<file path="config.mk">
export PLATFORM = sky130hd
export DESIGN_NAME = adc_serial_protocol_select
export DESIGN_NICKNAME = d
export VERILOG_FILES = /design/src/verilog/spi_sel_pkg.sv /design/src/verilog/pin_sync.sv /design/src/verilog/adc_serial_protocol_select.sv
export SDC_FILE = /design/constraint.sdc
export NUM_CORES = 1
export LEC_CHECK = 0
export ABC_AREA = 1
export BUFFER_PORTS_ARGS = -buffer_cell sky130_fd_sc_hd__buf_4
export CORE_MARGIN = 2
export CORE_UTILIZATION = 34
export CTS_BUF_LIST = sky130_fd_sc_hd__clkbuf_8
export CTS_CLUSTER_SIZE = 24
export DETAILED_ROUTE_END_ITERATION = 6
export GPL_TIMING_DRIVEN = 0
export PLACE_DENSITY = 0.51
export SYNTH_ARGS = -nofsm -noshare
export SYNTH_HDL_FRONTEND = slang
export SYNTH_HIERARCHICAL = 1
export SYNTH_SLANG_ARGS = --single-unit
</file>
<file path="constraint.sdc">
create_clock -name clk -period 3.2 [get_ports clk]
set_input_delay 0.48 -clock clk [delete_from_list [all_inputs] [get_ports clk]]
set_output_delay 0.48 -clock clk [all_outputs]
set_load 0.05 [all_outputs]
</file>
<file path="src/verilog/spi_sel_pkg.sv">
package spi_sel_pkg;

	// ---------------------------------------------------------------
	// Frame sizes
	// ---------------------------------------------------------------
	localparam int CMD_BITS      = 22;
	localparam int OUT_BITS      = 22;
	localparam int READ_OPT_BITS = 20;
	localparam int CNT_W         = 6;

	// ---------------------------------------------------------------
	// Protocol encodings
	// ---------------------------------------------------------------
	localparam logic [1:0] IN_MODE_00   = 2'h0;
	localparam logic [1:0] IN_MODE_01   = 2'h1;
	localparam logic [1:0] IN_MODE_10   = 2'h2;
	localparam logic [1:0] IN_MODE_11   = 2'h3;
	localparam logic [1:0] OUT_LEGACY   = 2'h0;
	localparam logic [1:0] OUT_EARLY    = 2'h1;
	localparam logic [1:0] OUT_SRC      = 2'h3;
	localparam logic [1:0] CLK_ECHO     = 2'h0;
	localparam logic [7:0] CTRL_DAISY_A = 8'h00;
	localparam logic [7:0] CTRL_DAISY_B = 8'h01;

	// ---------------------------------------------------------------
	// Reset values
	// ---------------------------------------------------------------
	localparam logic [1:0]          IN_MODE_RST = 2'h0;
	localparam logic [7:0]          CTRL_RST    = 8'h00;
	localparam logic [CMD_BITS-1:0] IDR_RST     = 22'h000000;

	typedef struct packed {
		logic [1:0] input_protocol_select;
		logic [7:0] output_control_reg;
		logic [1:0] source_sync_clock_select;
	} cfg_t;

	typedef struct packed {
		logic                valid;
		logic [CMD_BITS-1:0] word;
	} cmd_t;

endpackage

</file>
<file path="src/verilog/pin_sync.sv">
`timescale 1ns/1ps
module pin_sync #(
	parameter int W = 1
) (
	// Clock and reset
	input  wire logic         clk,
	input  wire logic         sys_rst,
	// Pins in, synchronised levels out
	input  wire logic [W-1:0] din,
	output logic      [W-1:0] dout
);
	logic [W-1:0] meta_r;
	logic [W-1:0] meta_nxt;
	logic [W-1:0] sync_r;
	logic [W-1:0] sync_nxt;

	always_comb begin
		meta_nxt = din;
		sync_nxt = meta_r;
	end

	// Idle-high reset keeps chip select inactive until the pins settle
	always_ff @(posedge clk or posedge sys_rst) begin
		if (sys_rst) begin
			meta_r <= '1;
			sync_r <= '1;
		end else begin
			meta_r <= meta_nxt;
			sync_r <= sync_nxt;
		end
	end

	assign dout = sync_r;
endmodule

</file>
<file path="src/verilog/adc_serial_protocol_select.sv">
// Function
// - Reset selects idle-low rising-capture mode
// - Input select codes four clock polarity/phase modes
// - Command accepted only with 22+ clocks
// - Writes always follow the input mode
// - Optimal legacy read is 20 clocks
// - MSB at chip select or first clock
// - Early launch only for input modes 00/10
// - Early launch moves bits half clock earlier
// - Legacy launch and capture on opposite edges
// - Strobe held low during legacy frames
// - Long frame daisy-chains for control 00h/01h
// - Source-sync mode echoes clock on strobe
// - Zone-2 source-sync supports echo clock only
// - Short frame no-op, long keeps last 22
// - Bits shifted in short frames are discarded
// - Chip select rise releases lane, passes word
`timescale 1ns/1ps
module adc_serial_protocol_select (
	// Clock and reset
	input  wire logic                            clk,
	input  wire logic                            sys_rst,
	// Link pins from the host
	input  wire logic                            cs_n,
	input  wire logic                            sclk,
	input  wire logic                            sdi,
	// Link pins to the host
	output logic                                 serial_out_lane0,
	output logic                                 serial_out_lane0_oe,
	output logic                                 ready_strobe_pin,
	// Configuration and conversion data
	input  wire spi_sel_pkg::cfg_t               cfg,
	input  wire logic [spi_sel_pkg::OUT_BITS-1:0] out_word,
	// Command word and status
	output spi_sel_pkg::cmd_t                    cmd,
	output logic                                 frame_short,
	output logic                                 read_optimal,
	output logic                                 cfg_unsupported
);
	localparam int CW = spi_sel_pkg::CNT_W;
	localparam int OB = spi_sel_pkg::OUT_BITS;
	localparam int IB = spi_sel_pkg::CMD_BITS;
	localparam logic [CW-1:0] CNT_CMD  = CW'(spi_sel_pkg::CMD_BITS);
	localparam logic [CW-1:0] CNT_READ = CW'(spi_sel_pkg::READ_OPT_BITS);
	localparam logic [CW-1:0] CNT_MAX  = '1;

	typedef enum logic {ST_IDLE, ST_FRAME} state_t;

	// ---------------------------------------------------------------
	// Pin synchronisers and edges
	// ---------------------------------------------------------------
	logic [2:0] pins_s;
	logic       cs_s;
	logic       sclk_s;
	logic       sdi_s;

	pin_sync #(.W(3)) u_sync (
		.clk     (clk),
		.sys_rst (sys_rst),
		.din     ({cs_n, sclk, sdi}),
		.dout    (pins_s)
	);

	assign cs_s   = pins_s[2];
	assign sclk_s = pins_s[1];
	assign sdi_s  = pins_s[0];

	// ---------------------------------------------------------------
	// Frame state
	// ---------------------------------------------------------------
	state_t                st_r,      st_nxt;
	logic                  cs_prev_r, cs_prev_nxt;
	logic                  ck_prev_r, ck_prev_nxt;
	logic [1:0]            mode_r,    mode_nxt;
	logic [7:0]            ctrl_r,    ctrl_nxt;
	logic [1:0]            csel_r,    csel_nxt;
	logic [IB-1:0]         idr_r,     idr_nxt;
	logic [OB-1:0]         odr_r,     odr_nxt;
	logic [CW-1:0]         cnt_r,     cnt_nxt;
	logic                  first_r,   first_nxt;
	logic                  oe_r,      oe_nxt;
	logic                  strb_r,    strb_nxt;
	spi_sel_pkg::cmd_t     cmd_r,     cmd_nxt;
	logic                  short_r,   short_nxt;
	logic                  ropt_r,    ropt_nxt;

	logic cs_fall, cs_rise, ck_rise, ck_fall;
	logic in_frame, cap_rise, capture, launch;
	logic early_launch, src, daisy, late_msb, shift_en;

	// Rising capture for modes 00 and 11, falling for 01 and 10
	function automatic logic capture_on_rise(input logic [1:0] m);
		capture_on_rise = (m == spi_sel_pkg::IN_MODE_00) ||
			(m == spi_sel_pkg::IN_MODE_11);
	endfunction

	always_comb begin
		cs_fall  = cs_prev_r & ~cs_s;
		cs_rise  = ~cs_prev_r & cs_s;
		ck_rise  = ~ck_prev_r & sclk_s;
		ck_fall  = ck_prev_r & ~sclk_s;
		in_frame = (st_r == ST_FRAME) & ~cs_rise;
		cap_rise = capture_on_rise(mode_r);
		capture  = in_frame & (cap_rise ? ck_rise : ck_fall);
		launch   = in_frame & (cap_rise ? ck_fall : ck_rise);
		early_launch      = (ctrl_r[1:0] == spi_sel_pkg::OUT_EARLY) &
			~mode_r[0];
		src      = ctrl_r[1:0] == spi_sel_pkg::OUT_SRC;
		daisy    = (ctrl_r == spi_sel_pkg::CTRL_DAISY_A) ||
			(ctrl_r == spi_sel_pkg::CTRL_DAISY_B);
		late_msb = mode_r[0];
		// Early launch moves the shift onto the capture edge
		if (src)
			shift_en = in_frame & ck_rise & ~first_r;
		else if (early_launch)
			shift_en = capture;
		else
			shift_en = launch & ~(late_msb & first_r);
	end

	always_comb begin
		st_nxt      = st_r;
		cs_prev_nxt = cs_s;
		ck_prev_nxt = sclk_s;
		mode_nxt    = mode_r;
		ctrl_nxt    = ctrl_r;
		csel_nxt    = csel_r;
		idr_nxt     = idr_r;
		odr_nxt     = odr_r;
		cnt_nxt     = cnt_r;
		first_nxt   = first_r;
		oe_nxt      = oe_r;
		strb_nxt    = strb_r;
		cmd_nxt     = '0;
		short_nxt   = short_r;
		ropt_nxt    = ropt_r;
		unique case (st_r)
			ST_IDLE: begin
				strb_nxt = 1'b1;
				oe_nxt   = 1'b0;
				if (cs_fall) begin
					st_nxt    = ST_FRAME;
					// Modes are frozen for the whole frame
					mode_nxt  = cfg.input_protocol_select;
					ctrl_nxt  = cfg.output_control_reg;
					csel_nxt  = cfg.source_sync_clock_select;
					idr_nxt   = spi_sel_pkg::IDR_RST;
					odr_nxt   = out_word;
					cnt_nxt   = '0;
					first_nxt = 1'b1;
					oe_nxt    = 1'b1;
					strb_nxt  = 1'b0;
				end
			end
			ST_FRAME: begin
				if (capture) begin
					idr_nxt = {idr_r[IB-2:0], sdi_s};
					if (cnt_r != CNT_MAX)
						cnt_nxt = cnt_r + 1'b1;
				end
				if (shift_en) begin
					// Daisy chain passes host data through behind the word
					odr_nxt = {odr_r[OB-2:0], daisy & sdi_s};
				end
				if (launch || (src && ck_rise))
					first_nxt = 1'b0;
				// Echo is the only clock source this block can give
				if (src && csel_r == spi_sel_pkg::CLK_ECHO)
					strb_nxt = sclk_s;
				else
					strb_nxt = 1'b0;
				if (cs_rise) begin
					st_nxt      = ST_IDLE;
					oe_nxt      = 1'b0;
					strb_nxt    = 1'b1;
					cmd_nxt.valid = cnt_r >= CNT_CMD;
					cmd_nxt.word  = idr_r;
					short_nxt   = cnt_r < CNT_CMD;
					ropt_nxt    = cnt_r >= CNT_READ;
				end
			end
		endcase
	end

	always_ff @(posedge clk or posedge sys_rst) begin
		if (sys_rst) begin
			st_r      <= ST_IDLE;
			cs_prev_r <= 1'b1;
			ck_prev_r <= 1'b0;
			mode_r    <= spi_sel_pkg::IN_MODE_RST;
			ctrl_r    <= spi_sel_pkg::CTRL_RST;
			csel_r    <= spi_sel_pkg::CLK_ECHO;
			idr_r     <= spi_sel_pkg::IDR_RST;
			odr_r     <= '0;
			cnt_r     <= '0;
			first_r   <= 1'b0;
			oe_r      <= 1'b0;
			strb_r    <= 1'b1;
			cmd_r     <= '0;
			short_r   <= 1'b0;
			ropt_r    <= 1'b0;
		end else begin
			st_r      <= st_nxt;
			cs_prev_r <= cs_prev_nxt;
			ck_prev_r <= ck_prev_nxt;
			mode_r    <= mode_nxt;
			ctrl_r    <= ctrl_nxt;
			csel_r    <= csel_nxt;
			idr_r     <= idr_nxt;
			odr_r     <= odr_nxt;
			cnt_r     <= cnt_nxt;
			first_r   <= first_nxt;
			oe_r      <= oe_nxt;
			strb_r    <= strb_nxt;
			cmd_r     <= cmd_nxt;
			short_r   <= short_nxt;
			ropt_r    <= ropt_nxt;
		end
	end

	// ---------------------------------------------------------------
	// Outputs
	// ---------------------------------------------------------------
	assign serial_out_lane0    = odr_r[OB-1];
	assign serial_out_lane0_oe = oe_r;
	assign ready_strobe_pin    = strb_r;
	assign cmd                 = cmd_r;
	assign frame_short         = short_r;
	assign read_optimal        = ropt_r;
	assign cfg_unsupported     = src &&
		csel_r != spi_sel_pkg::CLK_ECHO;
endmodule

</file>
==> results of run 1 <==
==> worst max path at each step <==
stage | start | endpoint | slack, ps | depth (start not counted)
6_report | ctrl_r[1] | cfg_unsupported | 1420 | 3
5_1_grt | ctrl_r[1] | cfg_unsupported | 1320 | 3
4_1_cts | ctrl_r[1] | cfg_unsupported | 1390 | 3
3_5_place_dp | u_sync/dout[2] | odr_r[3] | 1530 | 10
3_3_place_gp | sys_rst | cmd[18] | -970 | 2
2_1_floorplan | sys_rst | ck_prev_r | 300 | 1
==> state kept, by name, indices dropped and copies added (netlist names) <==
name,flops
cs_prev_r,1
mode_r,2
cnt_r,6
ready_strobe_pin,1
ck_prev_r,1
u_sync/dout,3
cmd,23
frame_short,1
odr_r,22
csel_r,2
ctrl_r,8
u_sync/meta_r,3
serial_out_lane0_oe,1
first_r,1
idr_r,22
read_optimal,1
st_r,1
==> kinds of logic (layout without fill, tap and decap cells) <==
group	after synthesis	in the layout	synth area share (%)
simple gates	251	251	26.1
flops	99	99	60.2
buf+inv	72	156	7.35
compound gates	38	38	5.54
fa+ha+maj	2	2	0.605
xor+xnor	1	1	0.212
==> power by group <==
part           leakage [uW]  switching (uW)  total, uW  internal [uW]
Sequential          0.00129             133       1610           1470
Clock             0.0000952             452        803            351
Combinational       0.00126             492        772            280
Total               0.00265            1080       3180           2110
==> per-layer routing <==
layer | routed length [um] | GRT usage [%]
met4 | 99 | 4.23
met5 | 0 | 0
met1 | 4210 | 19.9
met2 | 4190 | 23.3
met3 | 371 | 4.71
==> worst max-delay path, delay by kind of cell (launching register included) <==
family,cells,cell delay [ps]
DFF,1,380
and+or+nand+nor,1,140
buffers and inverters,1,220
AOI/OAI and AO/OA,1,180
==> cell usage in the layout (no fill, tap or decap), types with 4 or more instances in the layout <==
master and count:
dfstp_2 8, clkbuf_8 12, inv_1 45, o22ai_1 21
clkbuf_1 8, nand4_1 26, buf_4 68, nor2_1 30
o21ai_0 7, a21oi_1 4, nand2_1 170, dfrtp_1 91
buf_2 10, nand3_1 12
==> per-stage QoR <==
step	util, %	total power, uW	area, sq um	TNS, ps	hold WS, ps
finish	42.2	3180	5050	0	142
global route	42.2	3410	5050	0	171
CTS	42.2	3220	5050	0	148
detailed placement	40.6	2410	4850	0	347
global placement	40.3	2390	4820	-87590	346
floorplan	-	2180	4130	0	345
==> final cells by class <==
cell class / instances / area, sq um / area share [%]
Sequential cell: 99 / 2490 / 49.3
Multi-Input combinational cell: 292 / 1340 / 26.6
Timing Repair Buffer: 68 / 531 / 10.5
Inverter: 50 / 193 / 3.82
Tap cell: 147 / 184 / 3.64
Clock buffer: 12 / 165 / 3.27
Buffer: 22 / 114 / 2.26
Clock inverter: 4 / 32.5 / 0.644
==> metrics.cfg, run 1 <==
[floorplan]
ios = 68
fp.dieW_um = 114
core_area_sq_um = 12000
start_util_pct = 34.6
num_rows = 40
dieArea_sq_um = 13100
dieHeight_um = 114

[min_path]
hold_path.class = in -> async

[critical_path]
worstSetupStartpointType = flop
path_class = reg -> out
critPathArrivalTime_ps = 1300
r2r_slack_ps = 1520
path_max_fanout = 4
cp_cell_sequence = nand2_1 -> a21oi_1 -> buf_4
timing.rr.end = odr_r[5]
slowest_stage = dfrtp_1
reg2regPathDepth = 10
slowest_delay_ps = 380
end_kind = output port
crit_required_ps = 2720
rr_startpoint = u_sync/dout[2]

[synth]
synth.most_common_cell = nand2_1
syn_inst = 463
ys_ff_latch = 99
yosysTopAreaCell = dfrtp_1
synthFlopType = dfrtp_1
synth-warning-count = 6
synth_async_sr_flop_share_pct = 100
avgSynthCellArea_sq_um = 8.93
synth_edf_count = 0
synth_common_cells = nand2_1, dfrtp_1, inv_1, nor2_1, nand4_1
netlist_area_sq_um = 4130
synth_area_leaders = dfrtp_1, nand2_1, dfstp_2
ys_types = 31
ys_seq_area_share_pct = 60.2
syn_nets = 504
netlist.area_leader.share_pct = 55.1

[sta]
rsz0062_at_grt = no
max-slew-margin-rel_pct = 64.2
hold_viol = 0
timing.fmax_ghz = 0.563
maxSlewViolCount = 0
clock_skew_ps = 13.2
fin_crit_ps = 1780
finalSetupViolations = 0
setup_slack_ps = 1420
timing.final.crit_share_pct = 55.5
worst_slew_pin_slew_ps = 537

[global_route]
antenna_found_initial = 0
grt_max_degree = 58
grtUsageTotal_pct = 14.9
grt_overflow = 0
grt_pass1_vias = 3216
grt_pass1_wl_um = 15400

[cts]
cts_buffers = 9
holdBufCountCts = 0
post_cts_buffers = 0
clock_latency_ps = 390
cts-root-buf = clkbuf_8
clockBufferDepth = 2
h-tree-depth = 3
clock-sinks = 99
path_clk_slew_ps = 90
cts_tree = yes
ctsResizeCount = 0

[route]
viasPerCell = 4.68
drtPass1Iterations = 4
first_iter_violations = 102
wl_per_cell_um = 12.8
antenna_left = 0
routed_wl_um = 8870
route.detailed.drc = 0
route.vias.total = 3246

[layout]
nets = 583
antenna_cells = 0
drive_above_1_share_pct = 21.8
fillers = 1228
area_delta_synth_final_pct = 22.1
final_cells = 694

[run]
cap_violations = 0

[power]
peakVddDrop_mv = 0.324
leakage_uw = 0.00265
power_density_nw_per_um2 = 630

[place]
io_buffers = 67
place_inst = 678
hpwl_um = 6130
pre_cts_slack_ps = 1530
gp_congestion = 0.816

[outcome]
run_status = finished, final reports clean

No activity file was read; power rests on OpenSTA's default activity.
==> run 2, diff against run 1 <==
- clock period: 3.2 -> 1.8 ns (I/O delays scaled with it)
==> run 2 against run 1 <==
- clock power rose by 69%
- global-route usage fell by 0.42 points
- sequential power rose by 78%
- first-iteration DRC count rose by 50%
- die area did not move
- design area rose by 0.89%
- register-to-register slack got worse by 1300 ps
- combinational power rose by 79%
- via count fell by 0.59%
- critical path depth rose by 7
- non-clock buffer count rose by 5
- critical endpoint is now odr_r[17]
==> metrics.cfg, run 2 (synthesis results as in run 1) <==
[cts]
path_clk_slew_ps = 100  ; about the same
clock_latency_ps = 390  ; about the same
post_cts_buffers = 0  ; unchanged
clock-sinks = 99  ; unchanged
cts-root-buf = clkbuf_8
cts_tree = yes
cts_buffers = 9  ; unchanged
clockBufferDepth = 2  ; unchanged
h-tree-depth = 3  ; unchanged

[route]
viasPerCell = 4.62  ; -1.3%
route.detailed.drc = 0  ; unchanged
wl_per_cell_um = 12.7  ; -0.82%
routed_wl_um = 8860  ; -0.10%
route.vias.total = 3227  ; -0.59%
drtPass1Iterations = 4  ; unchanged
antenna_left = 0  ; unchanged
first_iter_violations = 153  ; +50%

[layout]
multiInputGateArea_sq_um = 1350  ; +0.56%
largest_reg_flops = 23  ; unchanged
area_delta_synth_final_pct = 23.2
nets = 588  ; +0.86%
layout_commonest_cell = nand2_1
antenna_cells = 0  ; unchanged
layout_common_cells = nand2_1, dfrtp_1, buf_4
fin_area_sq_um = 5090  ; +0.89%
regArea_sq_um = 2490  ; unchanged
drive_above_1_share_pct = 22.1  ; +0.35 points
fillers = 1191  ; -3.0%
final_cells = 699  ; +0.72%

[place]
pre_cts_slack_ps = 102  ; -1420 ps
place_inst = 679  ; +0.15%
io_buffers = 67  ; unchanged
hpwl_um = 6220  ; +1.5%
postPlaceCellArea_sq_um = 4860  ; +0.28%
gp_congestion = 0.811  ; -0.54%

[sta]
timing.fmax_ghz = 0.615
hold_viol = 0  ; unchanged
setup_slack_ps = 174  ; -1250 ps
timing.final.crit_share_pct = 90.4
worst_slew_pin_slew_ps = 542  ; +5.52 ps
finalSetupViolations = 0  ; unchanged
maxSlewViolCount = 0  ; unchanged
rsz0062_at_grt = no
whs_ps = 77.0  ; -65.0 ps
max-slew-margin-rel_pct = 63.8  ; -0.37 points
fin_crit_ps = 1630
clock_skew_ps = 12.7  ; -0.540 ps

[power]
power.total_uw = 5600  ; +76%
peakVddDrop_mv = 0.597  ; +84%
power_density_nw_per_um2 = 1100  ; +75%
leakage_uw = 0.00267  ; +0.67%

[min_path]
hold_path.class = in -> reg
min-delay-start = cfg[6]
hold_depth = 3
min_to = ctrl_r[4]

[floorplan]
ios = 68  ; unchanged
dieHeight_um = 114  ; unchanged
dieArea_sq_um = 13100  ; unchanged
fp.dieW_um = 114  ; unchanged
core_area_sq_um = 12000  ; unchanged
num_rows = 40  ; unchanged
start_util_pct = 34.6  ; unchanged

[run]
cap_violations = 0  ; unchanged

[critical_path]
path_class = reg -> reg
reg2regPathDepth = 10  ; unchanged
critPathArrivalTime_ps = 1910  ; +610 ps
end_kind = flop
rr_startpoint = u_sync/dout[2]
path_max_fanout = 10  ; +6
timing.rr.end = odr_r[17]
crit_required_ps = 2080  ; -640 ps
r2r_slack_ps = 170  ; -1350 ps
worstSetupStartpointType = flop

[global_route]
grt_pass1_wl_um = 14800  ; -3.6%
grtUsageTotal_pct = 14.4  ; -0.42 points
grt_max_degree = 40  ; -31%
antenna_found_initial = 0  ; unchanged
grt_pass1_vias = 3162  ; -1.7%
grt_overflow = 0  ; unchanged

[outcome]
run_status = finished, final reports clean

## run 2: cell types whose count changed in the layout (fill, tap and decap cells not counted), sizes merged
cell         change
clkbuf           -2
clkinv           +1
dlygate4sd3      +4
inv              +2
## run 2: per-stage QoR
step	util, %	setup TNS, ps
final	42.6	0
after global routing	42.6	0
after CTS	42.5	0
after detailed placement	40.7	0
after global placement	40.3	-25320
after floorplan	-	0
## run 2: metal layers
metal  track usage, %  up-vias  part of all wire [%]
met5                0        -                     0
met4             3.90        0                   1.0
met3             4.98        8                   4.2
met2             23.0       67                    47
met1             18.9     1504                    48
li1                 -     1648                     -
## run 2: layout make-up
class | instances | area share (%)
Buffer | 22 | 2.26
Clock buffer | 9 | 2.43
Clock inverter | 7 | 1.11
Inverter | 50 | 3.81
Multi-Input combinational cell | 292 | 26.5
Sequential cell | 99 | 48.8
Tap cell | 147 | 3.61
Timing Repair Buffer | 73 | 11.4
## run 2: critical path, cell delays in order, from the launching register on
cell and delay (ps):
dfstp_2 550, inv_1 80, nor2_4 150, nor2_8 60, inv_2 60, nor3_2 30, nand2_1 160, nand3_2 150
buf_6 170, nand2_1 60, nand2_1 50
## run 2: what timing repair did
item                                   4_1_cts  5_1_grt
hold buffers                                 4        0
endpoints found under the hold margin       20        0
setup endpoints to repair                    0       22
resized for setup                            0        3
## run 2: report_power, final
part | internal [uW] | switching [uW] | total [uW]
clock | 522 | 838 | 1360
combinational | 508 | 876 | 1380
sequential | 2620 | 237 | 2860
total | 3650 | 1950 | 5600
## run 2: how the worst max path moves through the flow
stage                        start   endpoint  slack [ps]  depth (start not counted)
floorplan           u_sync/dout[2]   odr_r[0]         300                         10
global placement           sys_rst     cmd[8]        -290                          2
detailed placement  u_sync/dout[2]  odr_r[17]         100                         10
CTS                 u_sync/dout[2]  odr_r[11]          90                         10
global route        u_sync/dout[2]  odr_r[11]          20                         10
finish              u_sync/dout[2]  odr_r[17]         170                         10
